`config.mk`:
```
export PLATFORM = sky130hd
export DESIGN_NAME = sfa_array_ctrl
export DESIGN_NICKNAME = d
export VERILOG_FILES = /design/src/pkg/sfa_pkg.sv /design/src/rtl/sfa_fifo.sv /design/src/rtl/sfa_array_ctrl.sv
export SDC_FILE = /design/constraint.sdc
export NUM_CORES = 1
export LEC_CHECK = 0
export BUFFER_PORTS_ARGS = -buffer_cell sky130_fd_sc_hd__buf_2
export CELL_PAD_IN_SITES_DETAIL_PLACEMENT = 1
export CELL_PAD_IN_SITES_GLOBAL_PLACEMENT = 2
export CORE_MARGIN = 2
export CORE_UTILIZATION = 45
export DETAILED_ROUTE_END_ITERATION = 16
export PLACE_DENSITY = 0.86
export SETUP_SLACK_MARGIN = 0.15
export SLEW_MARGIN = 20
export SYNTH_ARGS = -nofsm -noshare
export SYNTH_HDL_FRONTEND = slang
export SYNTH_SLANG_ARGS = --single-unit
```
`constraint.sdc`:
```
create_clock -name core_clk -period 4.4 [get_ports core_clk]
set_clock_uncertainty 0.05 [all_clocks]
set_input_delay 0.22 -clock core_clk [delete_from_list [all_inputs] [get_ports core_clk]]
set_output_delay 0.22 -clock core_clk [all_outputs]
set_load 0.01 [all_outputs]
```
`src/pkg/sfa_pkg.sv`:
```
package sfa_pkg;

    // Command opcodes
    localparam logic [7:0] SFA_OP_PAGE_PROG = 8'h02;
    localparam logic [7:0] SFA_OP_PARAM_ERASE = 8'h40;
    localparam logic [7:0] SFA_OP_BULK_ERASE = 8'hC7;
    localparam logic [7:0] SFA_OP_SECTOR_ERASE = 8'hD8;
    // Lock opcode value is arbitrary
    localparam logic [7:0] SFA_OP_OTP_LOCK = 8'hA5;

    // Address layout
    localparam int SFA_ADDR_W = 24;
    localparam int SFA_SECTOR_LSB = 16;
    localparam int SFA_PARAM_LSB = 13;
    localparam int SFA_PAGE_LSB = 8;
    localparam int SFA_ARRAY_MSB = 22;
    localparam logic [6:0] SFA_MAX_SECTOR = 7'h7F;

    // Erase extent as log2 of bytes
    localparam logic [4:0] SFA_SZ_PARAM = 5'h0D;
    localparam logic [4:0] SFA_SZ_SECTOR = 5'h10;
    localparam logic [4:0] SFA_SZ_BULK = 5'h17;

    // One-time-programmable register grouping
    localparam int SFA_OTP_REGS = 33;
    localparam logic [4:0] SFA_OTP_SMALL_BYTES = 5'h08;
    localparam logic [4:0] SFA_OTP_MID_BYTES = 5'h10;
    localparam logic [4:0] SFA_OTP_LAST_BYTES = 5'h0A;
    localparam logic [7:0] SFA_OTP_SMALL_CNT = 8'h02;
    localparam logic [7:0] SFA_OTP_MID_END = 8'h20;

    // Data buffer
    localparam int SFA_FIFO_W = 32;
    localparam int SFA_FIFO_D = 8;

    // Serial frame bit counts
    localparam logic [5:0] SFA_BITS_OPCODE = 6'h08;
    localparam logic [5:0] SFA_BITS_ADDR_END = 6'h20;

    typedef enum logic [1:0] {
        SFA_ER_PARAM = 2'h0,
        SFA_ER_SECTOR = 2'h1,
        SFA_ER_BULK = 2'h2
    } sfa_erase_t;

    typedef enum logic [3:0] {
        SFA_ST_OPCODE = 4'h1,
        SFA_ST_ADDR = 4'h2,
        SFA_ST_DATA = 4'h4,
        SFA_ST_IGNORE = 4'h8
    } sfa_state_t;

endpackage

```
`src/rtl/sfa_fifo.sv`:
```
`timescale 1ns/1ps
module sfa_fifo #(
    parameter int WIDTH = 32,
    parameter int DEPTH = 8
) (
    input wire logic core_clk,
    input wire logic nrst,
    input wire logic in_valid,
    output logic in_ready,
    input wire logic [WIDTH-1:0] in_data,
    output logic out_valid,
    input wire logic out_ready,
    output logic [WIDTH-1:0] out_data
);
    localparam int AW = $clog2(DEPTH);

    logic [WIDTH-1:0] mem_q [DEPTH];
    logic [AW-1:0] wr_q;
    logic [AW-1:0] rd_q;
    logic [AW:0] cnt_q;
    wire push = in_valid && in_ready;
    wire pop = out_valid && out_ready;

    assign in_ready = (cnt_q != (AW+1)'(DEPTH));
    assign out_valid = (cnt_q != '0);
    assign out_data = mem_q[rd_q];

    always_ff @(posedge core_clk) begin
        if (push) begin
            mem_q[wr_q] <= in_data;
        end
    end

    always_ff @(posedge core_clk or negedge nrst) begin
        if (!nrst) begin
            wr_q <= '0;
            rd_q <= '0;
            cnt_q <= '0;
        end else begin
            if (push) begin
                wr_q <= (wr_q == AW'(DEPTH - 1)) ? '0 : wr_q + AW'(1);
            end
            if (pop) begin
                rd_q <= (rd_q == AW'(DEPTH - 1)) ? '0 : rd_q + AW'(1);
            end
            cnt_q <= cnt_q + (AW+1)'(push) - (AW+1)'(pop);
        end
    end
endmodule // sfa_fifo

```
`src/rtl/sfa_array_ctrl.sv`:
```
`timescale 1ns/1ps
// Contract
// - Sector erase clears one sector or eight blocks
// - Block erase clears one block, else nothing
// - Bulk erase clears the whole array
// - Program writes within one 256-byte page
// - Repeated programs to a page are accepted
// - Eight 8-Kbyte blocks fill lowest 64 Kbytes
// - Sector n is address bits 22 to 16
// - OTP grouped 2x8, 30x16, 1x10, each locked
// - Bits sampled on rising clock, MSB first
// - Select low frames command, high ends it
module sfa_array_ctrl
    import sfa_pkg::*;
(
    input wire logic core_clk,
    input wire logic nrst,
    input wire logic spi_clk,
    input wire logic spi_sel_n,
    input wire logic spi_mosi,
    output logic spi_miso,
    output logic spi_miso_oe,
    output logic erase_valid,
    input wire logic erase_ready,
    output sfa_erase_t erase_kind,
    output logic [SFA_ADDR_W-1:0] erase_base,
    output logic [4:0] erase_size_log2,
    output logic prog_valid,
    input wire logic prog_ready,
    output logic [SFA_ADDR_W-1:0] prog_addr,
    output logic [7:0] prog_data,
    output logic prog_overrun,
    output logic [SFA_OTP_REGS-1:0] otp_lock
);
    // Size of one OTP register, zero for an index that does not exist
    function automatic logic [4:0] otp_reg_bytes(input logic [7:0] idx);
        if (idx < SFA_OTP_SMALL_CNT) begin
            otp_reg_bytes = SFA_OTP_SMALL_BYTES;
        end else if (idx < SFA_OTP_MID_END) begin
            otp_reg_bytes = SFA_OTP_MID_BYTES;
        end else if (idx == SFA_OTP_MID_END) begin
            otp_reg_bytes = SFA_OTP_LAST_BYTES;
        end else begin
            otp_reg_bytes = 5'h00;
        end
    endfunction

    // Opcodes that are followed by three address bytes
    function automatic logic op_takes_addr(input logic [7:0] op);
        op_takes_addr = (op == SFA_OP_PAGE_PROG) || (op == SFA_OP_PARAM_ERASE) ||
                        (op == SFA_OP_SECTOR_ERASE) || (op == SFA_OP_OTP_LOCK);
    endfunction

    // Pin synchronisers, third stage only for edge detection
    logic [2:0] clk_s_q;
    logic [2:0] sel_s_q;
    logic [1:0] mosi_s_q;
    sfa_state_t state_q, state_d;
    logic [5:0] bits_q;
    logic [7:0] shift_q;
    logic [7:0] opcode_q;
    logic [SFA_ADDR_W-1:0] addr_q;
    logic byte_pend_q;
    logic [7:0] byte_q;
    logic [SFA_ADDR_W-1:0] byte_addr_q;
    logic erase_valid_q;
    sfa_erase_t erase_kind_q;
    logic [SFA_ADDR_W-1:0] erase_base_q;
    logic [4:0] erase_size_q;
    logic overrun_q;
    logic [SFA_OTP_REGS-1:0] lock_q;
    logic fifo_in_ready;
    logic [SFA_FIFO_W-1:0] fifo_out;

    wire clk_rise = clk_s_q[1] && !clk_s_q[2];
    wire sel_low = !sel_s_q[1];
    wire sel_rise = sel_s_q[1] && !sel_s_q[2];
    wire bit_in = clk_rise && sel_low;
    wire [7:0] shift_next = {shift_q[6:0], mosi_s_q[1]};
    wire byte_done = bit_in && (bits_q[2:0] == 3'h7);
    wire opcode_done = bit_in && (bits_q == SFA_BITS_OPCODE - 6'h01);
    wire addr_done = bit_in && (bits_q == SFA_BITS_ADDR_END - 6'h01);
    wire frame_whole = (bits_q == SFA_BITS_ADDR_END);
    wire op_is_prog = (opcode_q == SFA_OP_PAGE_PROG);
    wire busy = erase_valid_q;

    wire [6:0] sector_idx = addr_q[SFA_ARRAY_MSB:SFA_SECTOR_LSB];
    wire [2:0] param_idx = addr_q[SFA_SECTOR_LSB-1:SFA_PARAM_LSB];
    wire in_param_space = (sector_idx == 7'h00);
    wire [SFA_ADDR_W-1:0] sector_base = {1'b0, sector_idx, 16'h0000};
    wire [SFA_ADDR_W-1:0] param_base = {8'h00, param_idx, 13'h0000};
    wire sector_ok = (sector_idx <= SFA_MAX_SECTOR);
    wire [7:0] otp_idx = addr_q[7:0];
    wire otp_ok = (otp_reg_bytes(otp_idx) != 5'h00);
    wire end_sector = sel_rise && frame_whole && (opcode_q == SFA_OP_SECTOR_ERASE) && sector_ok;
    wire end_param = sel_rise && frame_whole && (opcode_q == SFA_OP_PARAM_ERASE) && in_param_space;
    wire end_bulk = sel_rise && (bits_q == SFA_BITS_OPCODE) && (opcode_q == SFA_OP_BULK_ERASE);
    wire end_lock = sel_rise && frame_whole && (opcode_q == SFA_OP_OTP_LOCK) && otp_ok;
    wire [7:0] next_col = addr_q[SFA_PAGE_LSB-1:0] + 8'h01;

    // Command walk
    always_comb begin
        state_d = state_q;
        case (state_q)
            SFA_ST_OPCODE: begin
                if (opcode_done) begin
                    state_d = (!busy && op_takes_addr(shift_next)) ? SFA_ST_ADDR : SFA_ST_IGNORE;
                end
            end
            SFA_ST_ADDR: begin
                if (addr_done) begin
                    state_d = op_is_prog ? SFA_ST_DATA : SFA_ST_IGNORE;
                end
            end
            SFA_ST_DATA: state_d = SFA_ST_DATA;
            SFA_ST_IGNORE: state_d = SFA_ST_IGNORE;
            default: state_d = SFA_ST_OPCODE;
        endcase
        if (!sel_low) begin
            state_d = SFA_ST_OPCODE;
        end
    end

    always_ff @(posedge core_clk or negedge nrst) begin
        if (!nrst) begin
            clk_s_q <= 3'h0;
            sel_s_q <= 3'h7;
            mosi_s_q <= 2'h0;
        end else begin
            clk_s_q <= {clk_s_q[1:0], spi_clk};
            sel_s_q <= {sel_s_q[1:0], spi_sel_n};
            mosi_s_q <= {mosi_s_q[0], spi_mosi};
        end
    end

    always_ff @(posedge core_clk or negedge nrst) begin
        if (!nrst) begin
            state_q <= SFA_ST_OPCODE;
            bits_q <= 6'h00;
            shift_q <= 8'h00;
            opcode_q <= 8'h00;
            addr_q <= '0;
        end else begin
            state_q <= state_d;
            if (!sel_low) begin
                bits_q <= 6'h00;
            end else if (bit_in && bits_q == 6'h3F && state_q == SFA_ST_DATA) begin
                // Long programs fold back onto a byte boundary
                bits_q <= 6'h38;
            end else if (bit_in && bits_q != 6'h3F) begin
                bits_q <= bits_q + 6'h01;
            end
            if (bit_in) begin
                shift_q <= shift_next;
            end
            // Refused frame keeps no opcode, so it ends in no action
            if (opcode_done) begin
                opcode_q <= busy ? 8'h00 : shift_next;
            end
            if (byte_done && state_q == SFA_ST_ADDR) begin
                addr_q <= {addr_q[SFA_ADDR_W-9:0], shift_next};
            end else if (byte_done && state_q == SFA_ST_DATA) begin
                addr_q <= {addr_q[SFA_ADDR_W-1:SFA_PAGE_LSB], next_col};
            end
        end
    end

    // Program bytes staged toward the buffer
    always_ff @(posedge core_clk or negedge nrst) begin
        if (!nrst) begin
            byte_pend_q <= 1'b0;
            byte_q <= 8'h00;
            byte_addr_q <= '0;
            overrun_q <= 1'b0;
        end else begin
            if (byte_done && state_q == SFA_ST_DATA) begin
                byte_pend_q <= 1'b1;
                byte_q <= shift_next;
                byte_addr_q <= addr_q;
                if (byte_pend_q && !fifo_in_ready) begin
                    overrun_q <= 1'b1;
                end
            end else if (fifo_in_ready) begin
                byte_pend_q <= 1'b0;
            end
            if (sel_low && bits_q == 6'h00) begin
                overrun_q <= 1'b0;
            end
        end
    end

    always_ff @(posedge core_clk or negedge nrst) begin
        if (!nrst) begin
            erase_valid_q <= 1'b0;
            erase_kind_q <= SFA_ER_SECTOR;
            erase_base_q <= '0;
            erase_size_q <= 5'h00;
        end else if (erase_valid_q) begin
            if (erase_ready) begin
                erase_valid_q <= 1'b0;
            end
        end else if (end_sector) begin
            erase_valid_q <= 1'b1;
            erase_kind_q <= SFA_ER_SECTOR;
            erase_base_q <= sector_base;
            erase_size_q <= SFA_SZ_SECTOR;
        end else if (end_param) begin
            erase_valid_q <= 1'b1;
            erase_kind_q <= SFA_ER_PARAM;
            erase_base_q <= param_base;
            erase_size_q <= SFA_SZ_PARAM;
        end else if (end_bulk) begin
            erase_valid_q <= 1'b1;
            erase_kind_q <= SFA_ER_BULK;
            erase_base_q <= '0;
            erase_size_q <= SFA_SZ_BULK;
        end
    end

    always_ff @(posedge core_clk or negedge nrst) begin
        if (!nrst) begin
            lock_q <= '0;
        end else if (end_lock) begin
            lock_q[otp_idx[5:0]] <= 1'b1;
        end
    end

    sfa_fifo #(
        .WIDTH(SFA_FIFO_W),
        .DEPTH(SFA_FIFO_D)
    ) u_fifo (
        .core_clk(core_clk),
        .nrst(nrst),
        .in_valid(byte_pend_q),
        .in_ready(fifo_in_ready),
        .in_data({byte_addr_q, byte_q}),
        .out_valid(prog_valid),
        .out_ready(prog_ready),
        .out_data(fifo_out)
    );

    assign prog_addr = fifo_out[SFA_FIFO_W-1:8];
    assign prog_data = fifo_out[7:0];
    assign prog_overrun = overrun_q;
    assign erase_valid = erase_valid_q;
    assign erase_kind = erase_kind_q;
    assign erase_base = erase_base_q;
    assign erase_size_log2 = erase_size_q;
    assign otp_lock = lock_q;
    // No command here returns data, output stays released
    assign spi_miso = 1'b1;
    assign spi_miso_oe = 1'b0;
endmodule // sfa_array_ctrl

```
==> results of run 1 <==
[power by group through the flow]
stage / Clock [uW] / Combinational [uW] / Sequential [uW]
after floorplan: 0 / 759 / 4210
after global placement: 0 / 814 / 4380
after detailed placement: 0 / 826 / 4390
after CTS: 3530 / 830 / 4310
after global routing: 3670 / 898 / 4330
final: 3450 / 809 / 4300
[logic make-up (layout without fill, tap and decap cells)]
group           count (synthesis)  count (layout)  synth area share
other cells                     2              16          0.000459
simple gates                  208             208            0.0721
buf+inv                        81             207            0.0240
flops                         406             406             0.699
compound gates                107             107            0.0479
xor+xnor                        5               5           0.00268
fa+ha+maj                      15              15            0.0119
mux                           142             142             0.142
[path summary, 6_finish.rpt]
path                             endpoint  slack (ns)  depth (start not counted)
min                        u_fifo.rd_q[0]        0.07                          3
min in group asynchronous     otp_lock[8]        0.21                          2
max in group asynchronous  u_fifo.rd_q[0]        3.03                          3
max                         prog_addr[13]        1.20                          4
min reg2reg                    clk_s_q[1]        0.30                          0
max reg2reg                     addr_q[6]        1.82                          4
[layer usage]
metal	GRT usage	share of wire
met5	0	0
met4	0.0481	0.016
met3	0.0321	0.042
met2	0.342	0.52
met1	0.249	0.42
[layout by cell type (no fill, tap or decap), types with 9 or more instances in the layout]
| master | Yosys | layout |
|---|---|---|
| edfxtp_1 | 256 | 256 |
| dfrtp_1 | 145 | 143 |
| buf_2 | 9 | 90 |
| nand2_1 | 78 | 78 |
| mux2_2 | 77 | 77 |
| mux4_2 | 64 | 64 |
| clkbuf_16 | 0 | 43 |
| o21bai_1 | 32 | 32 |
| nand3_1 | 20 | 20 |
| o21ai_0 | 19 | 19 |
| inv_1 | 18 | 18 |
| nor2_1 | 23 | 17 |
| conb_1 | 2 | 16 |
| buf_4 | 18 | 16 |
| ha_1 | 14 | 14 |
| a21oi_1 | 12 | 12 |
| nand2b_1 | 10 | 10 |
| clkinv_2 | 0 | 10 |
| clkbuf_1 | 25 | 9 |
[metrics by stage]
stage	area [sq um]	power, uW	std cells	utilization	hold WS [ns]
after floorplan	16400	4970	980	-	-0.126
after global placement	17300	5200	1485	0.485	0.224
after detailed placement	17300	5220	1485	0.485	0.228
after CTS	18700	8670	1567	0.524	0.0561
after global routing	18700	8900	1567	0.524	0.0897
final	18700	8560	1567	0.524	0.0665
[flip-flops by register name, indices dropped and copies added (netlist names), 7 cells and up]
name	cells
u_fifo.mem_q	256
otp_lock	33
addr_q	24
byte_addr_q	24
erase_base	10
byte_q	8
opcode_q	8
shift_q	7
[layout make-up]
| cell class | instances | area (sq um) | area share |
|---|---|---|---|
| flip-flops and latches | 406 | 11500 | 0.613 |
| multi-input cells | 493 | 4610 | 0.247 |
| clock buffers | 54 | 1140 | 0.0608 |
| repair buffers | 112 | 632 | 0.0338 |
| well taps | 461 | 577 | 0.0309 |
| clock inverters | 23 | 215 | 0.0115 |
| inverters | 18 | 67.6 | 0.00361 |
[critical path: stages (launching register included)]
cell and delay (ns):
dfrtp_4 0.85, buf_4 0.43, mux4_2 0.56, mux2_2 0.32, buf_2 0.15
==> flow_summary.toml, run 1 <==
[clock_network]
clock_sinks = 406
cts-root-buf = "clkbuf_16"
cts-resized-gates = 0
numCtsBuffers = 42
postCtsSetupBuffers = 0
clkLatencyLatePin_ns = 0.54
cts_buffer_depth = 3
htree_levels = 2
hold_buffers = 5
cts_tree = "yes"
path_clk_slew_ns = 0.06

[timing]
fin_crit_ns = 3.20
rsz0062_at_grt = "false"
fmax_ghz = 0.313
setup_ws_ns = 1.20
timing.final.crit_share = 0.727
relSlewSlack = 0.373
finalHoldViolCount = 0
setup_viol = 0
fin_setup_tns_ns = 0
tightest_slew_ns = 0.928
slew_viol_final = 0

[critical_path]
crit_type = "reg2out"
arrival_ns = 2.93
worstSetupStartpointType = "register"
cp-end-kind = "primary output"
reg2reg_from = "state_q[1]"
cp_max_fo = 34
cp.required_ns = 4.13
startpoint = "u_fifo.rd_q[0]"

[placed_design]
post-dp-hpwl_mm = 22.4
dp_slack_ns = 1.74
portBuffers = 91
routabilityCongestion = 0.762

[routing]
drt_wl_total_mm = 35.7
route.detailed.drc = 0
routedWlPerCell_microns = 22.8
drt-pass1-iter-count = 5
drt_iter0_drc = 527
vias = 8757
routed_via_density = 5.59
postRouteAntennaNets = 0

[run]
max_cap_viol_count = 0

[grt]
antenna_found_initial = 0
grt_pass1_vias = 9424
grt_use_total = 0.193
grt_start_max_net_pins = 70
grt.overflow.total = 0
grt_pass1_wl_mm = 56.2

[layout]
drive_gt1_frac = 0.313
num_antenna_cells = 0
area_growth_pct = 14.2
nFillCells = 3317
nNetsFinal = 1095

[floorplanning]
core_area_sq_um = 35700
rows = 69
start_util = 0.459
die_x_microns = 195
die_y_microns = 195
ios = 108
dieArea_sq_um = 37900

[yosys]
synth_warnings = 0
synth.area.top_cells = "edfxtp_1 47%, dfrtp_1 22%, mux4_2 8.8%"
synth_edf_count = 256
synth-seq-cells = 406
async_flop_share = 0.369
syn_area_sq_um = 16400
yosys-top-cells-count = "256 x edfxtp_1, 145 x dfrtp_1, 78 x nand2_1"
synth_top_cell_area_share = 0.470
syn_avg_cell_area_sq_um = 16.9
synth.distinct_cells = 75
yosysMostFrequentCell = "edfxtp_1"
ys_seq_area_frac = 0.699
synth_top_area_cell = "edfxtp_1"
syn_inst = 966
synthFlopType = "edfxtp_1"

[power]
p_clk_frac = 0.403
p_int_uw = 6510
p_switching_uw = 2060
comb_power_share = 0.094
p_sw_frac = 0.240
p_per_area_nw_per_um2 = 458
sequentialPowerShare = 0.502
leakagePower_uw = 0.00657
peakVddDrop_mv = 0.285

[worst_hold_path]
hold_start = "prog_ready"
min_path_type = "in2reg"

[outcome]
status = "completed"
(Power assumes the default switching activity.)
==> run 2, diff against run 1 <==
--- a/config.mk
+++ b/config.mk
@@ -9,9 +9,9 @@
 export CELL_PAD_IN_SITES_DETAIL_PLACEMENT = 1
 export CELL_PAD_IN_SITES_GLOBAL_PLACEMENT = 2
 export CORE_MARGIN = 2
-export CORE_UTILIZATION = 45
+export CORE_UTILIZATION = 41
 export DETAILED_ROUTE_END_ITERATION = 16
-export PLACE_DENSITY = 0.86
+export PLACE_DENSITY = 0.83
 export SETUP_SLACK_MARGIN = 0.15
 export SLEW_MARGIN = 20
 export SYNTH_ARGS = -nofsm -noshare
==> constraint.sdc (replaced) <==
create_clock -name core_clk -period 2.7 [get_ports core_clk]
set_clock_uncertainty 0.05 [all_clocks]
set_input_delay 0.135 -clock core_clk [delete_from_list [all_inputs] [get_ports core_clk]]
set_output_delay 0.135 -clock core_clk [all_outputs]
set_load 0.01 [all_outputs]
==> flow_summary.toml, run 2 (synthesis results as in run 1) <==
[outcome]
status = "completed"

[run]
max_cap_viol_count = 0

[timing]
rsz0062_at_grt = "true"
fin_crit_ns = 2.48
fmax_ghz = 0.403
tightest_slew_ns = 0.670
relSlewSlack = 0.542
timing.final.crit_share = 0.919
setup_ws_ns = 0.219
slew_viol_final = 0
fin_setup_tns_ns = 0
setup_viol = 0
finalHoldViolCount = 0

[power]
p_switching_uw = 3540
p_sw_frac = 0.242
p_clk_frac = 0.415
peakVddDrop_mv = 0.430
comb_power_share = 0.112
leakagePower_uw = 0.00675
p_int_uw = 11100
sequentialPowerShare = 0.473
p_per_area_nw_per_um2 = 761

[layout]
area_growth_pct = 17.5
nNetsFinal = 1117
seqCellArea_sq_um = 11500
regMostFlops = "u_fifo.mem_q"
mostFrequentLayoutCells = "256 x edfxtp_1, 143 x dfrtp_1, 90 x buf_2"
multiInputGateArea_sq_um = 4620
largest_register_ff_count = 256
num_antenna_cells = 0
layout_commonest_cell = "edfxtp_1"
stdcell_count = 1654
nFillCells = 3716
drive_gt1_frac = 0.329

[critical_path]
cp_cell_sequence = "buf_12 > mux4_2 > mux2_2 > buf_2"
cp.required_ns = 2.52
worstSetupStartpointType = "register"
critical-path-slowest-cell = "dfrtp_4"
critPathBufInv = 2
ff2ff_path_depth = 11
crit_type = "reg2out"
cp-end-kind = "primary output"
cp_num_cells = 4
critPathMaxStageDelay_ns = 0.53
ff2ff_setup_slack_ns = 0.25
critPathTopFamily = "multiplexers"
arrival_ns = 2.30
cp_max_fo = 20

[floorplanning]
rows = 73
die_x_microns = 204
dieArea_sq_um = 41500
ios = 108
start_util = 0.414
die_y_microns = 204
core_area_sq_um = 39500

[grt]
grt_pass1_wl_mm = 58.1
antenna_found_initial = 0
grt_use_total = 0.184
grt.overflow.total = 0
grt_pass1_vias = 9660
grt_start_max_net_pins = 46

[routing]
vias = 8835
routed_via_density = 5.34
route.detailed.drc = 0
drt_iter0_drc = 497
drt-pass1-iter-count = 4
postRouteAntennaNets = 0
drt_wl_total_mm = 37.2
routedWlPerCell_microns = 22.5

[clock_network]
htree_levels = 2
cts_tree = "yes"
path_clk_slew_ns = 0.06
clock_sinks = 406
clkLatencyLatePin_ns = 0.55
numCtsBuffers = 43
cts_buffer_depth = 3
cts-root-buf = "clkbuf_16"

[placed_design]
post-dp-hpwl_mm = 22.9
dp_slack_ns = 0.231
dp.cells = 1567
routabilityCongestion = 0.739
portBuffers = 91

[worst_hold_path]
min_path_type = "in2async"
## run 2: changes by cell type in the layout (fill, tap and decap cells not counted), moves of 4 or more
cell,delta
buf_12,+14
clkbuf_1,-4
bufinv_16,+4
buf_4,+4
clkinvlp_4,+4
## run 2: power groups by stage
stage               Clock [uW]  Sequential [uW]  Combinational [uW]
floorplan                    0             6870                1240
global route              6410             6940                1790
detailed placement           0             7070                1610
finish                    6070             6920                1640
CTS                       6200             6920                1680
global placement             0             7060                1580
## run 2: final cells by class
class / count / share of cell area
repair buffers: 133 / 0.0507
multi-input cells: 493 / 0.240
well taps: 525 / 0.0342
clock inverters: 31 / 0.0189
clock buffers: 48 / 0.0569
inverters: 18 / 0.00351
flip-flops and latches: 406 / 0.596
## run 2: per-stage QoR
| step | area, sq um | utilization | hold slack (ns) | power, uW |
|---|---|---|---|---|
| floorplan | 16400 | - | -0.211 | 8100 |
| global placement | 17700 | 0.447 | 0.0434 | 8640 |
| detailed placement | 17700 | 0.447 | 0.0461 | 8680 |
| CTS | 19200 | 0.486 | 0.0302 | 14800 |
| global route | 19200 | 0.486 | 0.0656 | 15100 |
| finish | 19200 | 0.486 | 0.0233 | 14600 |
## run 2: layer usage
metal / up-vias / wire length, microns / GRT usage
li1: 3955 / - / -
met1: 4651 / 16100 / 0.241
met2: 169 / 19000 / 0.320
met3: 60 / 1340 / 0.0262
met4: 0 / 750 / 0.0519
met5: - / 0 / 0
## run 2: final timing paths
path / from / endpoint
max: u_fifo.rd_q[0] / prog_addr[10]
max reg2reg: u_fifo.cnt_q[2] / u_fifo.cnt_q[1]
max in group asynchronous: nrst / sel_s_q[2]
min reg2reg: mosi_s_q[0] / mosi_s_q[1]
min: nrst / otp_lock[0]
min in group core_clk: spi_mosi / mosi_s_q[0]
## run 2: what timing repair did
action,CTS,global route
pin swaps,0,0
endpoints found under the hold margin,150,0
resized for setup,1,4
setup buffers,2,0
endpoints found under the setup margin,31,8
hold buffers,6,0
## run 2: worst register-to-register path, delay by kind of cell, from the launching register on
family | cells | cell delay, ns
fa+ha+maj | 4 | 1.05
simple gates | 2 | 0.58
flops | 1 | 0.38
buf+inv | 5 | 0.28
==> run 3, diff against run 2 <==
--- a/config.mk
+++ b/config.mk
@@ -9,9 +9,10 @@
 export CELL_PAD_IN_SITES_DETAIL_PLACEMENT = 1
 export CELL_PAD_IN_SITES_GLOBAL_PLACEMENT = 2
 export CORE_MARGIN = 2
-export CORE_UTILIZATION = 41
+export CORE_UTILIZATION = 47
+export CTS_BUF_LIST = sky130_fd_sc_hd__clkbuf_4
 export DETAILED_ROUTE_END_ITERATION = 16
-export PLACE_DENSITY = 0.83
+export PLACE_DENSITY = 0.89
 export SETUP_SLACK_MARGIN = 0.15
 export SLEW_MARGIN = 20
 export SYNTH_ARGS = -nofsm -noshare
==> constraint.sdc (replaced) <==
create_clock -name core_clk -period 2.56 [get_ports core_clk]
set_clock_uncertainty 0.05 [all_clocks]
set_input_delay 0.128 -clock core_clk [delete_from_list [all_inputs] [get_ports core_clk]]
set_output_delay 0.128 -clock core_clk [all_outputs]
set_load 0.01 [all_outputs]
==> flow_summary.toml, run 3 (synthesis results as in run 1) <==
[grt]
antenna_found_initial = 1
grt.overflow.total = 0
grt_pass1_vias = 10600
grt_use_total = 0.225
grt_start_max_net_pins = 58
grt_pass1_wl_mm = 61.3

[floorplanning]
start_util = 0.475
core_area_sq_um = 34500
ios = 108
die_x_microns = 191
rows = 68
dieArea_sq_um = 36300
die_y_microns = 191

[power]
peakVddDrop_mv = 0.433
p_per_area_nw_per_um2 = 779
leakagePower_uw = 0.00715

[outcome]
status = "finished, violations left"
violations = "negative setup slack"

[clock_network]
htree_levels = 3
cts-root-buf = "clkbuf_4"
clkLatencyLatePin_ns = 0.76
path_clk_slew_ns = 0.08
cts_tree = "yes"
cts_buffer_depth = 3
clock_sinks = 406
numCtsBuffers = 101

[timing]
timing.final.crit_share = 1.06
hold_ws_ns = 0.181
fin_crit_ns = 2.70
fmax_ghz = 0.370
setup_viol = 32
finalHoldViolCount = 0
slew_viol_final = 0
rsz0062_at_grt = "true"
setup_ws_ns = -0.142
relSlewSlack = 0.573
tightest_slew_ns = 0.625

[run]
max_cap_viol_count = 0

[layout]
stdcell_count = 1720
nNetsFinal = 1205
regMostFlops = "u_fifo.mem_q"
mostFrequentLayoutCells = "256 x edfxtp_1, 144 x clkbuf_4, 143 x dfrtp_1"
layout_commonest_cell = "edfxtp_1"
area_growth_pct = 20.0
largest_register_ff_count = 256
drive_gt1_frac = 0.395

[critical_path]
critical-path-slowest-cell = "mux4_2"
cp_max_fo = 9
worstSetupStartpointType = "register"
critPathBufInv = 3
startpoint = "u_fifo.rd_q[0]"
arrival_ns = 2.52
reg2reg_from = "u_fifo.cnt_q[2]"
crit_type = "reg2out"
cp.required_ns = 2.38
critPathTopFamily = "multiplexers"
critPathMaxStageDelay_ns = 0.53
cp_cell_sequence = "buf_12 > buf_16 > mux4_2 > mux2_4 > buf_6"
cp-end-kind = "primary output"

[worst_hold_path]
min_path_type = "in2reg"
hold_start = "erase_ready"

[routing]
drt_wl_total_mm = 40.1
drt-pass1-iter-count = 5
routedWlPerCell_microns = 23.3
route.detailed.drc = 0
routed_via_density = 5.55
postRouteAntennaNets = 0
drt_iter0_drc = 617
vias = 9550

[placed_design]
routabilityCongestion = 0.762
dp.cells = 1502
post-dp-hpwl_mm = 23.0
portBuffers = 91
==> run 3: cell count changes in the layout (fill, tap and decap cells not counted), moves of 5 or more <==
cell | previous run | this run
mux2_2 | 77 | 66
clkinv_1 | 7 | 32
buf_4 | 20 | 32
clkinv_2 | 8 | 3
clkbuf_16 | 43 | 2
clkbuf_1 | 5 | 0
clkinvlp_4 | 6 | 0
inv_2 | 1 | 6
inv_1 | 17 | 12
buf_2 | 90 | 79
buf_6 | 3 | 20
clkbuf_4 | 0 | 144
buf_16 | 0 | 6
mux2_4 | 0 | 11
==> run 3: final timing paths <==
check | to | slack, ns | cells after the start
max reg2reg | u_fifo.cnt_q[1] | 0.18 | 12
min in group asynchronous | state_q[0] | 0.46 | 3
max | prog_data[2] | -0.14 | 5
max in group asynchronous | sel_s_q[2] | 1.60 | 4
min | erase_valid | 0.18 | 4
min reg2reg | clk_s_q[1] | 0.30 | 0
==> run 3: final cells by class <==
| class | count | area [sq um] |
|---|---|---|
| Fill cell | 3249 | 14800 |
| Sequential cell | 406 | 11500 |
| Multi-Input combinational cell | 493 | 4760 |
| Timing Repair Buffer | 163 | 1460 |
| Clock buffer | 144 | 1080 |
| Tap cell | 455 | 569 |
| Clock inverter | 40 | 233 |
| Inverter | 18 | 72.6 |
| Antenna cell | 1 | 2.50 |
==> run 3: worst min-delay path: cells and delay by family <==
kind / cells / cell delay [ns]
buffers and inverters: 2 / 0.60
AND/OR/NAND/NOR: 1 / 0.11
AO/OA/AOI/OAI: 1 / 0.07
==> run 3: stage by stage <==
step	TNS, ns	utilization	power [uW]	worst slack [ns]	cell area, sq um
after floorplan	0	-	8550	0.167	16500
after global routing	-5.05	0.570	15900	-0.197	19600
after detailed placement	0	0.512	9170	0.0135	17700
after CTS	-4.32	0.563	15100	-0.186	19400
final	-2.95	0.570	15300	-0.142	19600
after global placement	0	0.512	9120	0.116	17700
==> run 3: timing repair <==
item / in CTS / in global routing
endpoints found under the hold margin: 153 / 0
pin swaps: 3 / 8
gates resized for setup: 25 / 35
setup buffers: 13 / 4
endpoints found under the setup margin: 70 / 41
cloned: 3 / 2
hold buffers: 11 / 0
==> run 3: where the power goes <==
group          internal (uW)  switching [uW]  total [uW]
Combinational           1340            1140        2480
Sequential              7030             246        7270
Clock                   2900            2650        5550
==> run 3: layer usage <==
metal	global-route usage	routed length, microns	vias up
met1	0.286	16300	5018
li1	-	-	4207
met5	0	0	-
met2	0.385	20900	274
met4	0.0877	732	0
met3	0.0421	2140	51
